$ cat src/logic/strap_pkg.sv
// Package: constants and carrier types for strap sampling and chip-select decode
package strap_pkg;
    localparam logic [9:0] ADDR_DISK_PRI_BASE  = 10'h1F0;
    localparam logic [9:0] ADDR_DISK_SEC_BASE  = 10'h170;
    localparam logic [9:0] ADDR_DISK_XT_BASE   = 10'h320;
    localparam logic [9:0] ADDR_AUX_PRI_BASE   = 10'h3F6;
    localparam logic [9:0] ADDR_AUX_SEC_BASE   = 10'h376;
    localparam logic [9:0] ADDR_JOYSTICK       = 10'h201;
    localparam logic [9:0] MASK_DISK_AT        = 10'h3F8;
    localparam logic [9:0] MASK_DISK_XT        = 10'h3FC;
    localparam logic [9:0] MASK_AUX            = 10'h3FE;
    localparam logic [9:0] MASK_EXACT          = 10'h3FF;
    localparam logic [7:0] CFG0_RESET          = 8'h00;
    localparam logic [7:0] CFG1_RESET          = 8'h00;
    localparam int         CFG0_DISK_EN_BIT    = 7;
    localparam int         CFG0_FLOPPY_EN_BIT  = 6;
    localparam int         CFG0_JOY_EN_BIT     = 4;
    localparam int         CFG0_DISK_PSEL_BIT  = 3;
    localparam int         CFG0_PRN_MODE_BIT   = 2;
    localparam int         CFG0_PRN_SEL1_BIT   = 1;
    localparam int         CFG0_PRN_SEL0_BIT   = 0;
    localparam int         CFG1_SER_SEL2_BIT   = 2;
    localparam int         CFG1_SER_SEL1_BIT   = 1;
    localparam int         CFG1_SER_SEL0_BIT   = 0;

    typedef enum logic [1:0] {
        HW_CONFIG,
        SW_CONFIG
    } cfg_mode_e;

    // Host bus request bundle
    typedef struct packed {
        logic [9:0] addr;
        logic       rd_n;
        logic       wr_n;
        logic       aen;
    } host_req_s;

    // Normal-operation drive values of the shared pins
    typedef struct packed {
        logic rts1_n;
        logic dtr1_n;
        logic txd1;
        logic rts2_n;
        logic dtr2_n;
        logic txd2;
        logic test_disk;
        logic test_floppy;
    } pin_func_s;

    // Captured strap configuration
    typedef struct packed {
        logic [7:0] cfg0;
        logic [2:0] cfg1;
        logic       floppy_alt;
    } strap_cfg_s;
endpackage

$ cat src/logic/addr_decode.sv
// Address decode of disk chip selects and joystick strobes
module addr_decode
    import strap_pkg::*;
(
    input  wire host_req_s  req_i,
    input  wire strap_cfg_s cfg_i,
    input  wire logic       xt_mode_i,
    output logic            cs_main_o,
    output logic            cs_aux_o,
    output logic            joy_rd_o,
    output logic            joy_wr_o,
    output logic            dir_to_host_o
);
    function automatic logic hit(input logic [9:0] a, input logic [9:0] base,
                                 input logic [9:0] mask);
        hit = ((a & mask) == (base & mask));
    endfunction

    logic disk_en;
    logic joy_en;
    logic pri;
    logic act;
    logic joy_hit;

    always_comb begin
        disk_en = cfg_i.cfg0[CFG0_DISK_EN_BIT];
        joy_en  = cfg_i.cfg0[CFG0_JOY_EN_BIT];
        pri     = cfg_i.cfg0[CFG0_DISK_PSEL_BIT];
        act     = !req_i.aen && (!req_i.rd_n || !req_i.wr_n);
        if (xt_mode_i) begin
            cs_main_o = act && disk_en && hit(req_i.addr, ADDR_DISK_XT_BASE, MASK_DISK_XT);
        end else begin
            cs_main_o = act && disk_en &&
                hit(req_i.addr, pri ? ADDR_DISK_PRI_BASE : ADDR_DISK_SEC_BASE,
                    MASK_DISK_AT);
        end
        cs_aux_o = act && disk_en && !xt_mode_i &&
            hit(req_i.addr, pri ? ADDR_AUX_PRI_BASE : ADDR_AUX_SEC_BASE, MASK_AUX);
        joy_hit  = !req_i.aen && joy_en && hit(req_i.addr, ADDR_JOYSTICK, MASK_EXACT);
        joy_rd_o = joy_hit && !req_i.rd_n;
        joy_wr_o = joy_hit && !req_i.wr_n;
        dir_to_host_o = !req_i.rd_n && (cs_main_o || cs_aux_o || joy_rd_o);
    end
endmodule

$ cat src/logic/strap_sampling_and_cs_decode.sv
// Top: strap sampling on shared pins, chip-select decode, bus direction, isolation
//==============================================================================
module strap_sampling_and_cs_decode
    import strap_pkg::*;
(
    input  wire logic       clk_sys_i,
    input  wire logic       resetn_i,
    input  wire logic       host_reset_i,
    input  wire logic       power_good_i,
    input  wire logic       xt_mode_i,
    input  wire host_req_s  host_req_i,
    input  wire pin_func_s  pin_func_i,
    input  wire logic       disk_cs_main_n_i,
    input  wire logic       joystick_read_strobe_n_i,
    input  wire logic       joystick_write_strobe_n_i,
    input  wire logic [2:0] serial1_pins_i,
    input  wire logic [2:0] serial2_pins_i,
    input  wire logic       strap_disk_enable_i,
    input  wire logic       strap_floppy_alt_ports_i,
    output logic            disk_cs_main_n_o,
    output logic            disk_cs_main_n_oe_o,
    output logic            disk_cs_aux_n_o,
    output logic            disk_cs_aux_n_oe_o,
    output logic            joystick_read_strobe_n_o,
    output logic            joystick_read_strobe_n_oe_o,
    output logic            joystick_write_strobe_n_o,
    output logic            joystick_write_strobe_n_oe_o,
    output logic [2:0]      serial1_pins_o,
    output logic [2:0]      serial1_pins_oe_o,
    output logic [2:0]      serial2_pins_o,
    output logic [2:0]      serial2_pins_oe_o,
    output logic            strap_disk_enable_o,
    output logic            strap_disk_enable_oe_o,
    output logic            strap_floppy_alt_ports_o,
    output logic            strap_floppy_alt_ports_oe_o,
    output logic            bus_buffer_direction_o,
    output logic            bus_buffer_direction_oe_o,
    output strap_cfg_s      cfg_o
);
    //==========================================================================
    // Strap capture
    strap_cfg_s cfg_r;
    strap_cfg_s cfg_nxt;
    strap_cfg_s smp_r;
    strap_cfg_s smp_nxt;
    cfg_mode_e  mode_r;
    cfg_mode_e  mode_nxt;
    host_req_s  req_gated;
    logic       run;

    always_comb begin
        smp_nxt  = smp_r;
        cfg_nxt  = cfg_r;
        mode_nxt = mode_r;
        run      = power_good_i && !host_reset_i;
        if (power_good_i && host_reset_i) begin
            // Pins are inputs here; keep the latest level
            smp_nxt.cfg0[CFG0_FLOPPY_EN_BIT] = disk_cs_main_n_i;
            smp_nxt.cfg0[CFG0_DISK_PSEL_BIT] = joystick_read_strobe_n_i;
            smp_nxt.cfg0[CFG0_JOY_EN_BIT]    = joystick_write_strobe_n_i;
            smp_nxt.cfg1 = {serial1_pins_i[2], serial1_pins_i[1], serial1_pins_i[0]};
            smp_nxt.cfg0[CFG0_PRN_SEL0_BIT]  = serial2_pins_i[0];
            smp_nxt.cfg0[CFG0_PRN_SEL1_BIT]  = serial2_pins_i[1];
            smp_nxt.cfg0[CFG0_PRN_MODE_BIT]  = serial2_pins_i[2];
            smp_nxt.cfg0[CFG0_DISK_EN_BIT]   = strap_disk_enable_i;
            smp_nxt.floppy_alt               = strap_floppy_alt_ports_i;
        end
        case (mode_r)
            HW_CONFIG: begin
                if (run) begin
                    cfg_nxt  = smp_r;
                    mode_nxt = SW_CONFIG;
                end
            end
            SW_CONFIG: begin
                if (power_good_i && host_reset_i) begin
                    mode_nxt = HW_CONFIG;
                end
            end
            default: mode_nxt = HW_CONFIG;
        endcase
    end

    always_ff @(posedge clk_sys_i or negedge resetn_i) begin
        if (!resetn_i) begin
            smp_r  <= '0;
            cfg_r  <= '{cfg0: CFG0_RESET, cfg1: CFG1_RESET[2:0], floppy_alt: 1'b0};
            mode_r <= HW_CONFIG;
        end else begin
            smp_r  <= smp_nxt;
            cfg_r  <= cfg_nxt;
            mode_r <= mode_nxt;
        end
    end

    //==========================================================================
    // Decode
    logic cs_main;
    logic cs_aux;
    logic joy_rd;
    logic joy_wr;
    logic dir_host;

    always_comb begin
        req_gated = host_req_i;
        if (!run) begin
            // Inputs ignored while isolated or in reset
            req_gated.rd_n = 1'b1;
            req_gated.wr_n = 1'b1;
        end
    end

    addr_decode u_dec (
        .req_i         (req_gated),
        .cfg_i         (cfg_r),
        .xt_mode_i     (xt_mode_i),
        .cs_main_o     (cs_main),
        .cs_aux_o      (cs_aux),
        .joy_rd_o      (joy_rd),
        .joy_wr_o      (joy_wr),
        .dir_to_host_o (dir_host)
    );

    //==========================================================================
    // Pin drive
    logic [25:0] pins_r;
    logic [25:0] pins_nxt;

    always_comb begin
        pins_nxt = '0;
        if (run) begin
            // Value, enable pairs; shared pins back to normal use
            pins_nxt = {!cs_main, 1'b1, !cs_aux, 1'b1, !joy_rd, 1'b1,
                        !joy_wr, 1'b1,
                        pin_func_i.txd1, pin_func_i.dtr1_n, pin_func_i.rts1_n, 3'b111,
                        pin_func_i.txd2, pin_func_i.dtr2_n, pin_func_i.rts2_n, 3'b111,
                        pin_func_i.test_disk, 1'b1, pin_func_i.test_floppy, 1'b1,
                        dir_host, 1'b1};
        end else if (power_good_i) begin
            // Aux select stays output in reset
            pins_nxt[23:22] = 2'b11;
        end
    end

    always_ff @(posedge clk_sys_i or negedge resetn_i) begin
        if (!resetn_i) begin
            pins_r <= '0;
        end else begin
            pins_r <= pins_nxt;
        end
    end

    assign {disk_cs_main_n_o, disk_cs_main_n_oe_o, disk_cs_aux_n_o, disk_cs_aux_n_oe_o,
            joystick_read_strobe_n_o, joystick_read_strobe_n_oe_o,
            joystick_write_strobe_n_o, joystick_write_strobe_n_oe_o,
            serial1_pins_o, serial1_pins_oe_o, serial2_pins_o, serial2_pins_oe_o,
            strap_disk_enable_o, strap_disk_enable_oe_o,
            strap_floppy_alt_ports_o, strap_floppy_alt_ports_oe_o,
            bus_buffer_direction_o, bus_buffer_direction_oe_o} = pins_r;
    assign cfg_o = cfg_r;
endmodule

$ cat config.mk
export PLATFORM = sky130hd
export DESIGN_NAME = strap_sampling_and_cs_decode
export DESIGN_NICKNAME = d
export VERILOG_FILES = /design/src/logic/strap_pkg.sv /design/src/logic/addr_decode.sv /design/src/logic/strap_sampling_and_cs_decode.sv
export SDC_FILE = /design/constraint.sdc
export NUM_CORES = 1
export LEC_CHECK = 0
export ABC_CLOCK_PERIOD_IN_PS = 2400
export BUFFER_PORTS_ARGS = -buffer_cell sky130_fd_sc_hd__buf_2
export CORE_MARGIN = 8
export CORE_UTILIZATION = 45
export CTS_BUF_LIST = sky130_fd_sc_hd__clkbuf_8
export DETAILED_ROUTE_END_ITERATION = 8
export PLACE_DENSITY = 0.78
export SETUP_SLACK_MARGIN = 0.02
export SYNTH_ARGS = -nofsm -noshare
export SYNTH_HDL_FRONTEND = slang
export SYNTH_SLANG_ARGS = --single-unit
export TNS_END_PERCENT = 20
$ cat constraint.sdc
create_clock -name clk_sys_i -period 2.4 [get_ports clk_sys_i]
set_clock_uncertainty 0.1 [all_clocks]
set_input_delay 0 -clock clk_sys_i [delete_from_list [all_inputs] [get_ports clk_sys_i]]
set_output_delay 0 -clock clk_sys_i [all_outputs]
set_load 0.01 [all_outputs]
## After elaboration in Yosys (flattened, before gate mapping)

Index checks and enable logic that the tools add are counted.

- Output and inout bits: 38
- Bits in registers: 50
- Bits in latches: 0
- Bits in writable memories: 0
- Memories: 0
- ROM bits: 0

- Div/mod/pow operators: 0
- Multipliers: 0
- $lt $le $gt $ge: 0
- Add/subtract/negate cells: 0
- Equal/unequal tests: 7
- Shift operators: 0
- Reductions and logical operators: 28
- Multiplexer cells: 11
- Bitwise logic cells: 0

Operators with widths:

| kind | count |
|---|---|
| 22-bit 2-to-1 mux | 1 |
| 8-bit 2-to-1 mux | 2 |
| 1-bit logical AND | 13 |
| 2-bit 2-to-1 mux | 6 |
| 10-bit equality test, second input constant | 1 |
| 9-bit equality test | 1 |
| 1-bit zero test | 9 |
| 8-bit equality test, second input constant | 1 |
| 7-bit equality test | 1 |
| 2-bit inequality test, second input constant | 2 |
| 2-bit one-hot mux with 2 select lines | 1 |
| 2-bit AND reduction | 2 |
| 1-bit logical OR | 3 |
| 2-bit by 1-bit equality test with 1-bit output, second input constant | 1 |
| 2-bit zero test | 1 |
| 1-bit 2-to-1 mux | 1 |

## Depth between registers and ports, before layout

Gate-level depths: netlist (run 1).

- Depth after elaboration: 13
- Gate-level depth with buffers: 4

## Cells and area by module

A second synthesis (run 1) with hierarchy kept.

- Cell total of the unflattened synthesis: 117
- Area total of the unflattened synthesis: 1556.5 µm²

Modules (own cells, without submodules):

| module | instances | area an instance (µm²) | cells each |
|---|---|---|---|
| strap_sampling_and_cs_decode | 1 | 1440.1 | 99 |
| addr_decode | 1 | 116.4 | 18 |

## Worst setup path after synthesis (run 1)

Ideal clock, no wire load.

- Path type: register to register
- From: register cfg_r, in the netlist cfg_o[11]
- To: register pins_r[1]
- Cell stages (with the launch flop): 5
- Setup slack: 1.127 ns
- Arrival time: 1.073 ns
- Setup time: 0.099 ns
- Required time: 2.201 ns
- Path buffers: 0
- Cells stage by stage: dfrtp_1 nand4b_1 a211oi_2 nand4_1 a311oi_1

- Longest elaborated chain between the ends: 7
- Elaborated cells on any way between the ends: 10
- Those cells by class: 2 x mux; 8 x reduce/logical

Ends and longest elaborated chain:

| item | RTL line | source |
|---|---|---|
| start: declaration | strap_sampling_and_cs_decode.sv:42 | `strap_cfg_s cfg_r;` |
| start signal: assignment | strap_sampling_and_cs_decode.sv:87 | `cfg_r <= '{cfg0: CFG0_RESET, cfg1: CFG1_RESET[2:0], floppy_alt: 1'b0};` |
| start signal: assignment | strap_sampling_and_cs_decode.sv:91 | `cfg_r <= cfg_nxt;` |
| 1-bit logical AND * | addr_decode.sv:31, addr_decode.sv:33, addr_decode.sv:37 |  |
| 1-bit logical AND, on equally long branches | addr_decode.sv:33, addr_decode.sv:31, addr_decode.sv:37 |  |
| 1-bit 2-to-1 mux / 1-bit logical AND (equally long branches) | addr_decode.sv:30, addr_decode.sv:37 |  |
| 1-bit logical OR * (2 in series) | addr_decode.sv:42 | `dir_to_host_o = !req_i.rd_n && (cs_main_o \|\| cs_aux_o \|\| joy_rd_o);` |
| 1-bit logical AND * | addr_decode.sv:42 |  |
| 22-bit 2-to-1 mux * | strap_sampling_and_cs_decode.sv:131 | `if (run) begin` |
| named net pins_nxt[1] | strap_sampling_and_cs_decode.sv:127 | `logic [25:0] pins_nxt;` |
| end signal: assignment | strap_sampling_and_cs_decode.sv:149 | `pins_r <= pins_nxt;` |
| end: declaration | strap_sampling_and_cs_decode.sv:126 | `logic [25:0] pins_r;` |

The timed path passes the listed nets; every way through them passes the cells marked *.
A chain may end at the register's enable or synchronous reset.

## Worst setup path in the final report (run 1)

- From: input port host_req_i[12] in the netlist's numbering
- To: register pins_r[19]

- Longest elaborated chain between the ends: 5

Ends and longest elaborated chain:

| item | RTL line | source |
|---|---|---|
| start: declaration | strap_sampling_and_cs_decode.sv:11 | `input wire host_req_s host_req_i,` |
| 10-bit equality test | addr_decode.sv:16 | `hit = ((a & mask) == (base & mask));` |
| 1-bit logical AND | addr_decode.sv:39 | `joy_hit = !req_i.aen && joy_en && hit(req_i.addr, ADDR_JOYSTICK, MASK_EXACT);` |
| 1-bit logical AND | addr_decode.sv:41 | `joy_wr_o = joy_hit && !req_i.wr_n;` |
| 1-bit zero test | strap_sampling_and_cs_decode.sv:134 | `!joy_wr, 1'b1,` |
| 22-bit 2-to-1 mux | strap_sampling_and_cs_decode.sv:131 |  |
| named net pins_nxt[19] | strap_sampling_and_cs_decode.sv:127 |  |

The timed path passes the listed nets, and every way through them passes these cells.

==> impl_metrics.tcl, run 1 <==
set metrics [dict create \
    reg2reg_from "cfg_o[8]$_DFFE_PN0P_" \
    syn-num-nets 149 \
    maxCapViolations 0 \
    wl_per_cell_um 15.4 \
    clockBufferDepth 2 \
    synth.ff_latch_count 38 \
    drive_above_1_share 0.502 \
    cts_tree "done" \
    overflow 0 \
    status "completed" \
    grt_usage 0.140 \
    wl_met2_um 1950 \
    antenna_cells 0 \
    power.density_mw_per_mm2 727 \
    setup_viol 0 \
    drt_iter0_drc 137 \
    worst-path-max-fanout 4 \
    rsz0062_at_grt "no" \
    fmax_ghz 0.450 \
    peakVddDrop_v 0.000434 \
    end_kind "register" \
    vias_per_cell 4.78 \
    cp_common_cell "dlygate4sd3_1" \
    dieArea_mm2 0.00554 \
    finalHoldViolations 0 \
    numClockSinks 38 \
    ioPinCount 75 \
    p_total_w 0.00168 \
    first_global_vias 1309 \
    gp_congestion 0.880 \
    port_buffers 73 \
    post-route-drc-count 0 \
    clk_latency_ns 0.29 \
    initial_core_util 0.464 \
    worstHoldPathType "in -> reg" \
    slowest_stage "dlygate4sd3_1" \
    cts-root-buf "clkbuf_8" \
    min_period_over_period 0.927 \
    dr.pass1.iters 5 \
    finalSetupTns_ns 0 \
    yosysWarnings 0 \
    yosys.cell_types.count 23 \
    slowest_delay_ns 0.56 \
    cts.clk_slew.worst_paths_ns 0.07 \
    wl_met3_um 478 \
    grt_pass1_wl_um 5760 \
    cts_htree_levels 2 \
    ant_nets 0 \
    worstHoldPathCells 5 \
    drt-total-wl_um 3930 \
    numCtsBuffers 5 \
    area_delta_synth_final_pct 49.9 \
    final_common_cell "buf_2" \
    syn_area_per_cell_um2 13.7 \
    grt_max_degree 39 \
    path_cells "dlygate4sd3_1 > buf_2 > nor2b_1 > nand4_1 > nor2_1 > dlygate4sd3_1 > nor2_1 > dlygate4sd3_1" \
    vias 1219 \
    core_mm2 0.00331 \
    r2r_end "pins_r[19]$_DFF_PN0_" \
    r2r_cells 6 \
    synthesis.area_mm2 0.00154 \
    finalNetCount 246 \
    die_h_um 74.4 \
    place.detailed.hpwl_um 2570 \
    rows 21 \
    ys_seq_area_frac 0.619 \
    cp_data_required_time_ns 2.48 \
    antenna_found_initial 0 \
    crit_type "in -> reg" \
    power_leakage_nw 1.17 \
    die_w_um 74.4 \
    regToRegSetupSlack_ns 0.23 \
    slew_violations 0 \
    slew_headroom 0.478 \
    topRoutingLayerUsed "met4" \
    wl_met1_um 1360 \
    tightest_slew_ns 0.784 \
    crit_arrival_ns 2.30 \
    start_kind "primary input" \
    min_from "host_req_i[7]" \
    layout_common_cells "buf_2 (72), dfrtp_1 (38), dlygate4sd3_1 (31), mux2_2 (22), and2_1 (8)" \
    fin_crit_ns 2.22 \
    synth_cells 112 \
    hold_end "pins_r[23]$_DFF_PN0_" \
]
registers in the layout (all words and copies together) (netlist names):
register,flops
cfg_o,11
smp_r,11
mode_r,1
pins_r,15
metrics by stage:
step / instances / instance area (um^2) / util / hold slack (ns) / setup slack [ns]
global route: 255 / 2300 / 0.696 / 0.124 / 0.104
detailed placement: 217 / 1860 / 0.561 / 0.0362 / 1.06
finish: 255 / 2300 / 0.696 / 0.108 / 0.176
floorplan: 112 / 1540 / - / -0.396 / 1.13
global placement: 217 / 1860 / 0.561 / 0.0203 / 1.15
CTS: 256 / 2290 / 0.692 / 0.0732 / 0.0770
cell usage after synthesis (all sizes together):
master,number,area [um^2]
nand3,2,10.0
xor2,1,8.76
buf,14,100
nor2,6,22.5
nand2,4,15.0
dlygate4sd1,1,8.76
o211a,1,10.0
dfrtp,38,951
nor4b,1,8.76
inv,1,3.75
a311oi,1,8.76
conb,1,3.75
o21a,2,15.0
nor2b,2,12.5
mux2,22,248
nor4,1,6.26
a211oi,1,12.5
nand4bb,1,11.3
nand4b,1,8.76
and2,8,50.1
nand4,2,12.5
nand2b,1,8.76
worst max path at each step:
stage	start	end	slack, ns	cells past startpoint
floorplan	cfg_o[11]$_DFFE_PN0P_	pins_r[1]$_DFF_PN0_	1.13	4
global placement	cfg_o[11]$_DFFE_PN0P_	pins_r[1]$_DFF_PN0_	1.15	4
detailed placement	cfg_o[11]$_DFFE_PN0P_	pins_r[1]$_DFF_PN0_	1.06	4
CTS	host_req_i[4]	pins_r[19]$_DFF_PN0_	0.08	8
global route	host_req_i[12]	pins_r[19]$_DFF_PN0_	0.10	8
finish	host_req_i[12]	pins_r[19]$_DFF_PN0_	0.18	8
final cells by class:
type / count / area (um^2)
clock buffers: 6 / 82.6
inverters: 1 / 3.75
multi-input cells: 58 / 488
repair buffers: 105 / 691
clock inverters: 1 / 30.0
fillers: 232 / 1010
flip-flops and latches: 38 / 951
well taps: 46 / 57.6
worst max-delay path, delay by kind of cell:
family	cells	cell delay [ns]
buf+inv	4	1.79
simple gates	4	0.51
where the power goes:
part / internal (W) / switching, W
Sequential: 0.000741 / 0.0000521
Combinational: 0.000189 / 0.000151
Clock: 0.000332 / 0.000210
Total: 0.00126 / 0.000413
layer usage:
layer,track usage,vias up
li1,-,563
met1,0.123,558
met2,0.249,82
met3,0.0633,16
met4,0.0935,0
met5,0,-
cells by family (layout without fill, tap and decap cells):
logic type             after synthesis  in the layout  synth area share
AND/OR/NAND/NOR                     29             29             0.108
other                                1              1           0.00244
buffers and inverters               16            113            0.0733
XOR/XNOR                             1              1           0.00570
AO/OA/AOI/OAI                        5              5            0.0301
multiplexers                        22             22             0.161
flip-flops                          38             38             0.619
repair_timing:
item	in CTS	in global routing
hold endpoints to repair	64	0
setup endpoints to repair	0	1
gates resized for setup	0	3
hold buffers	32	0
setup buffers	0	0
Note: power is estimated with default switching activity, not from simulation.
==> run 2: changes to the inputs <==
--- a/config.mk
+++ b/config.mk
@@ -7,10 +7,12 @@
 export LEC_CHECK = 0
 export ABC_CLOCK_PERIOD_IN_PS = 2400
 export BUFFER_PORTS_ARGS = -buffer_cell sky130_fd_sc_hd__buf_2
+export CORE_ASPECT_RATIO = 0.5
 export CORE_MARGIN = 8
 export CORE_UTILIZATION = 45
 export CTS_BUF_LIST = sky130_fd_sc_hd__clkbuf_8
 export DETAILED_ROUTE_END_ITERATION = 8
+export GPL_ROUTABILITY_DRIVEN = 0
 export PLACE_DENSITY = 0.78
 export SETUP_SLACK_MARGIN = 0.02
 export SYNTH_ARGS = -nofsm -noshare
==> run 2 against run 1 <==
Against the previous run: design area is 2.6% lower; register-to-register slack better by 0.31 ns; die area is 2.1% higher; largest power group unchanged; sequential power hardly changed; sequential share of layout area is 1.1 points higher; flip-flop and latch count stayed put; highest routed layer unchanged; non-clock buffer count is 1 lower; clock power is 19% lower; global-route usage is 0.55 points lower; clock-buffer cell count stayed put; largest cell class unchanged; hold slack worse by 0.040 ns; wire length is 7.1% lower.
==> impl_metrics.tcl, run 2 (same netlist as run 1, synthesis figures left out) <==
set metrics [dict create \
    status "completed" \
    dieArea_mm2 0.00565 \
    largest_register_ffs 15 \
    fin_crit_ns 2.02 \
    cp_data_required_time_ns 2.52 \
    vias_per_cell 4.72 \
    grt_pass1_wl_um 5930 \
    die_w_um 98.6 \
    worst-path-max-fanout 6 \
    grt_max_degree 39 \
    vias 1185 \
    rsz0062_at_grt "no" \
    worstHoldPathType "in -> reg" \
    fmax_ghz 0.496 \
    finalNetCount 245 \
    final_core_util 0.668 \
    ioPinCount 75 \
    clk_latency_ns 0.28 \
    power_leakage_nw 1.14 \
    cp_top_family "buffers and inverters" \
    wl_per_cell_um 14.5 \
    rows 15 \
    start_kind "primary input" \
    setup_viol 0 \
    area_delta_synth_final_pct 46.1 \
    fillers 254 \
    core_mm2 0.00336 \
    slew_headroom 0.468 \
    grt_usage 0.134 \
    end_kind "register" \
    first_global_vias 1284 \
    crit_type "in -> reg" \
    min_period_over_period 0.840 \
    slowest_delay_ns 0.57 \
    path_cells "dlygate4sd3_1 > buf_2 > nand2b_2 > a211oi_2 > nand4_1 > a311oi_1 > dlygate4sd3_1" \
    cp_num_buf_inv 3 \
    post_cts_resized 0 \
    layout_common_cells "buf_2 (73), dfrtp_1 (38), dlygate4sd3_1 (30), mux2_2 (22), and2_1 (8)" \
    crit_arrival_ns 2.14 \
    final_common_cell "buf_2" \
    dr.pass1.iters 4 \
    initial_core_util 0.457 \
    maxCapViolations 0 \
    slew_violations 0 \
    slowest_stage "dlygate4sd3_1" \
    drive_above_1_share 0.502 \
    cp_common_cell "dlygate4sd3_1" \
    cts_htree_levels 2 \
    peakVddDrop_v 0.000270 \
    port_buffers 73 \
    die_h_um 57.3 \
    cts-root-buf "clkbuf_8" \
    tightest_slew_ns 0.798 \
    antenna_found_initial 0 \
    holdWs_ns 0.0680 \
    cts_tree "done" \
    finalSetupTns_ns 0 \
    numClockSinks 38 \
    antenna_cells 0 \
    cts.clk_slew.worst_paths_ns 0.07 \
    drt_iter0_drc 30 \
    cts_setup_buffers 0 \
    power.density_mw_per_mm2 699 \
    place.detailed.hpwl_um 2590 \
    post-route-drc-count 0 \
    numCtsBuffers 5 \
    overflow 0 \
    largest-register "pins_r" \
    ant_nets 0 \
    finalHoldViolations 0 \
    drt-total-wl_um 3650 \
    clockBufferDepth 2 \
]
run 2: changes by cell type in the layout (fill, tap and decap cells not counted):
cell            previous run  this run
nor4b_4                    1         0
clkinv_2                   0         1
dlymetal6s4s_1             1         0
buf_2                     72        73
nor4b_1                    0         1
dlygate4sd3_1             31        30
inv_1                      1         2
bufinv_16                  1         0
run 2: stage by stage:
step                      instances  instance area, um^2  worst slack [ns]  power [W]
after global placement          213                 1850             0.873    0.00110
after floorplan                 112                 1540              1.13   0.000964
after detailed placement        213                 1850             0.802    0.00111
final                           251                 2240             0.384    0.00157
after CTS                       251                 2240             0.371    0.00159
after global routing            251                 2240             0.299    0.00165
run 2: routing by layer:
layer,vias up,part of all wire,GRT usage
li1,556,-,-
met1,568,0.36,0.132
met2,48,0.54,0.243
met3,13,0.072,0.0485
met4,0,0.030,0.0799
met5,-,0,0
run 2: what timing repair did:
action,4_1_cts,5_1_grt
endpoints found under the hold margin,64,0
setup endpoints to repair,0,0
hold buffers,30,0
run 2: layout make-up:
| type | instances | area, um^2 | area share |
|---|---|---|---|
| Sequential cell | 38 | 951 | 0.424 |
| Timing Repair Buffer | 104 | 673 | 0.300 |
| Multi-Input combinational cell | 58 | 473 | 0.211 |
| Clock buffer | 6 | 82.6 | 0.0368 |
| Tap cell | 42 | 52.6 | 0.0234 |
| Clock inverter | 2 | 8.76 | 0.00390 |
| Inverter | 1 | 3.75 | 0.00167 |
run 2: worst reg2reg max path: cells and delay by family, from the launching register on:
kind	cells	cell delay (ns)
and+or+nand+nor	2	0.28
AOI/OAI and AO/OA	2	0.49
DFF	1	0.37
buffers and inverters	1	0.57
run 2: final timing paths:
check                                       from               endpoint  slack, ns  cells past startpoint
setup / recovery                    host_reset_i    pins_r[1]$_DFF_PN0_       0.38                      7
hold / removal                     host_req_i[0]   pins_r[21]$_DFF_PN0_       0.07                      5
setup reg to reg           cfg_o[11]$_DFFE_PN0P_    pins_r[1]$_DFF_PN0_       0.54                      5
hold reg to reg            mode_r[0]$_DFFE_PN0P_  mode_r[0]$_DFFE_PN0P_       0.40                      1
max in group asynchronous               resetn_i   pins_r[11]$_DFF_PN0_       1.46                      2
min in group asynchronous               resetn_i   cfg_o[5]$_DFFE_PN0P_       0.24                      2
run 2: power breakdown:
part | switching, W | internal (W)
Clock | 0.000211 | 0.000227
Combinational | 0.000149 | 0.000188
Sequential | 0.0000531 | 0.000740
Total | 0.000413 | 0.00116
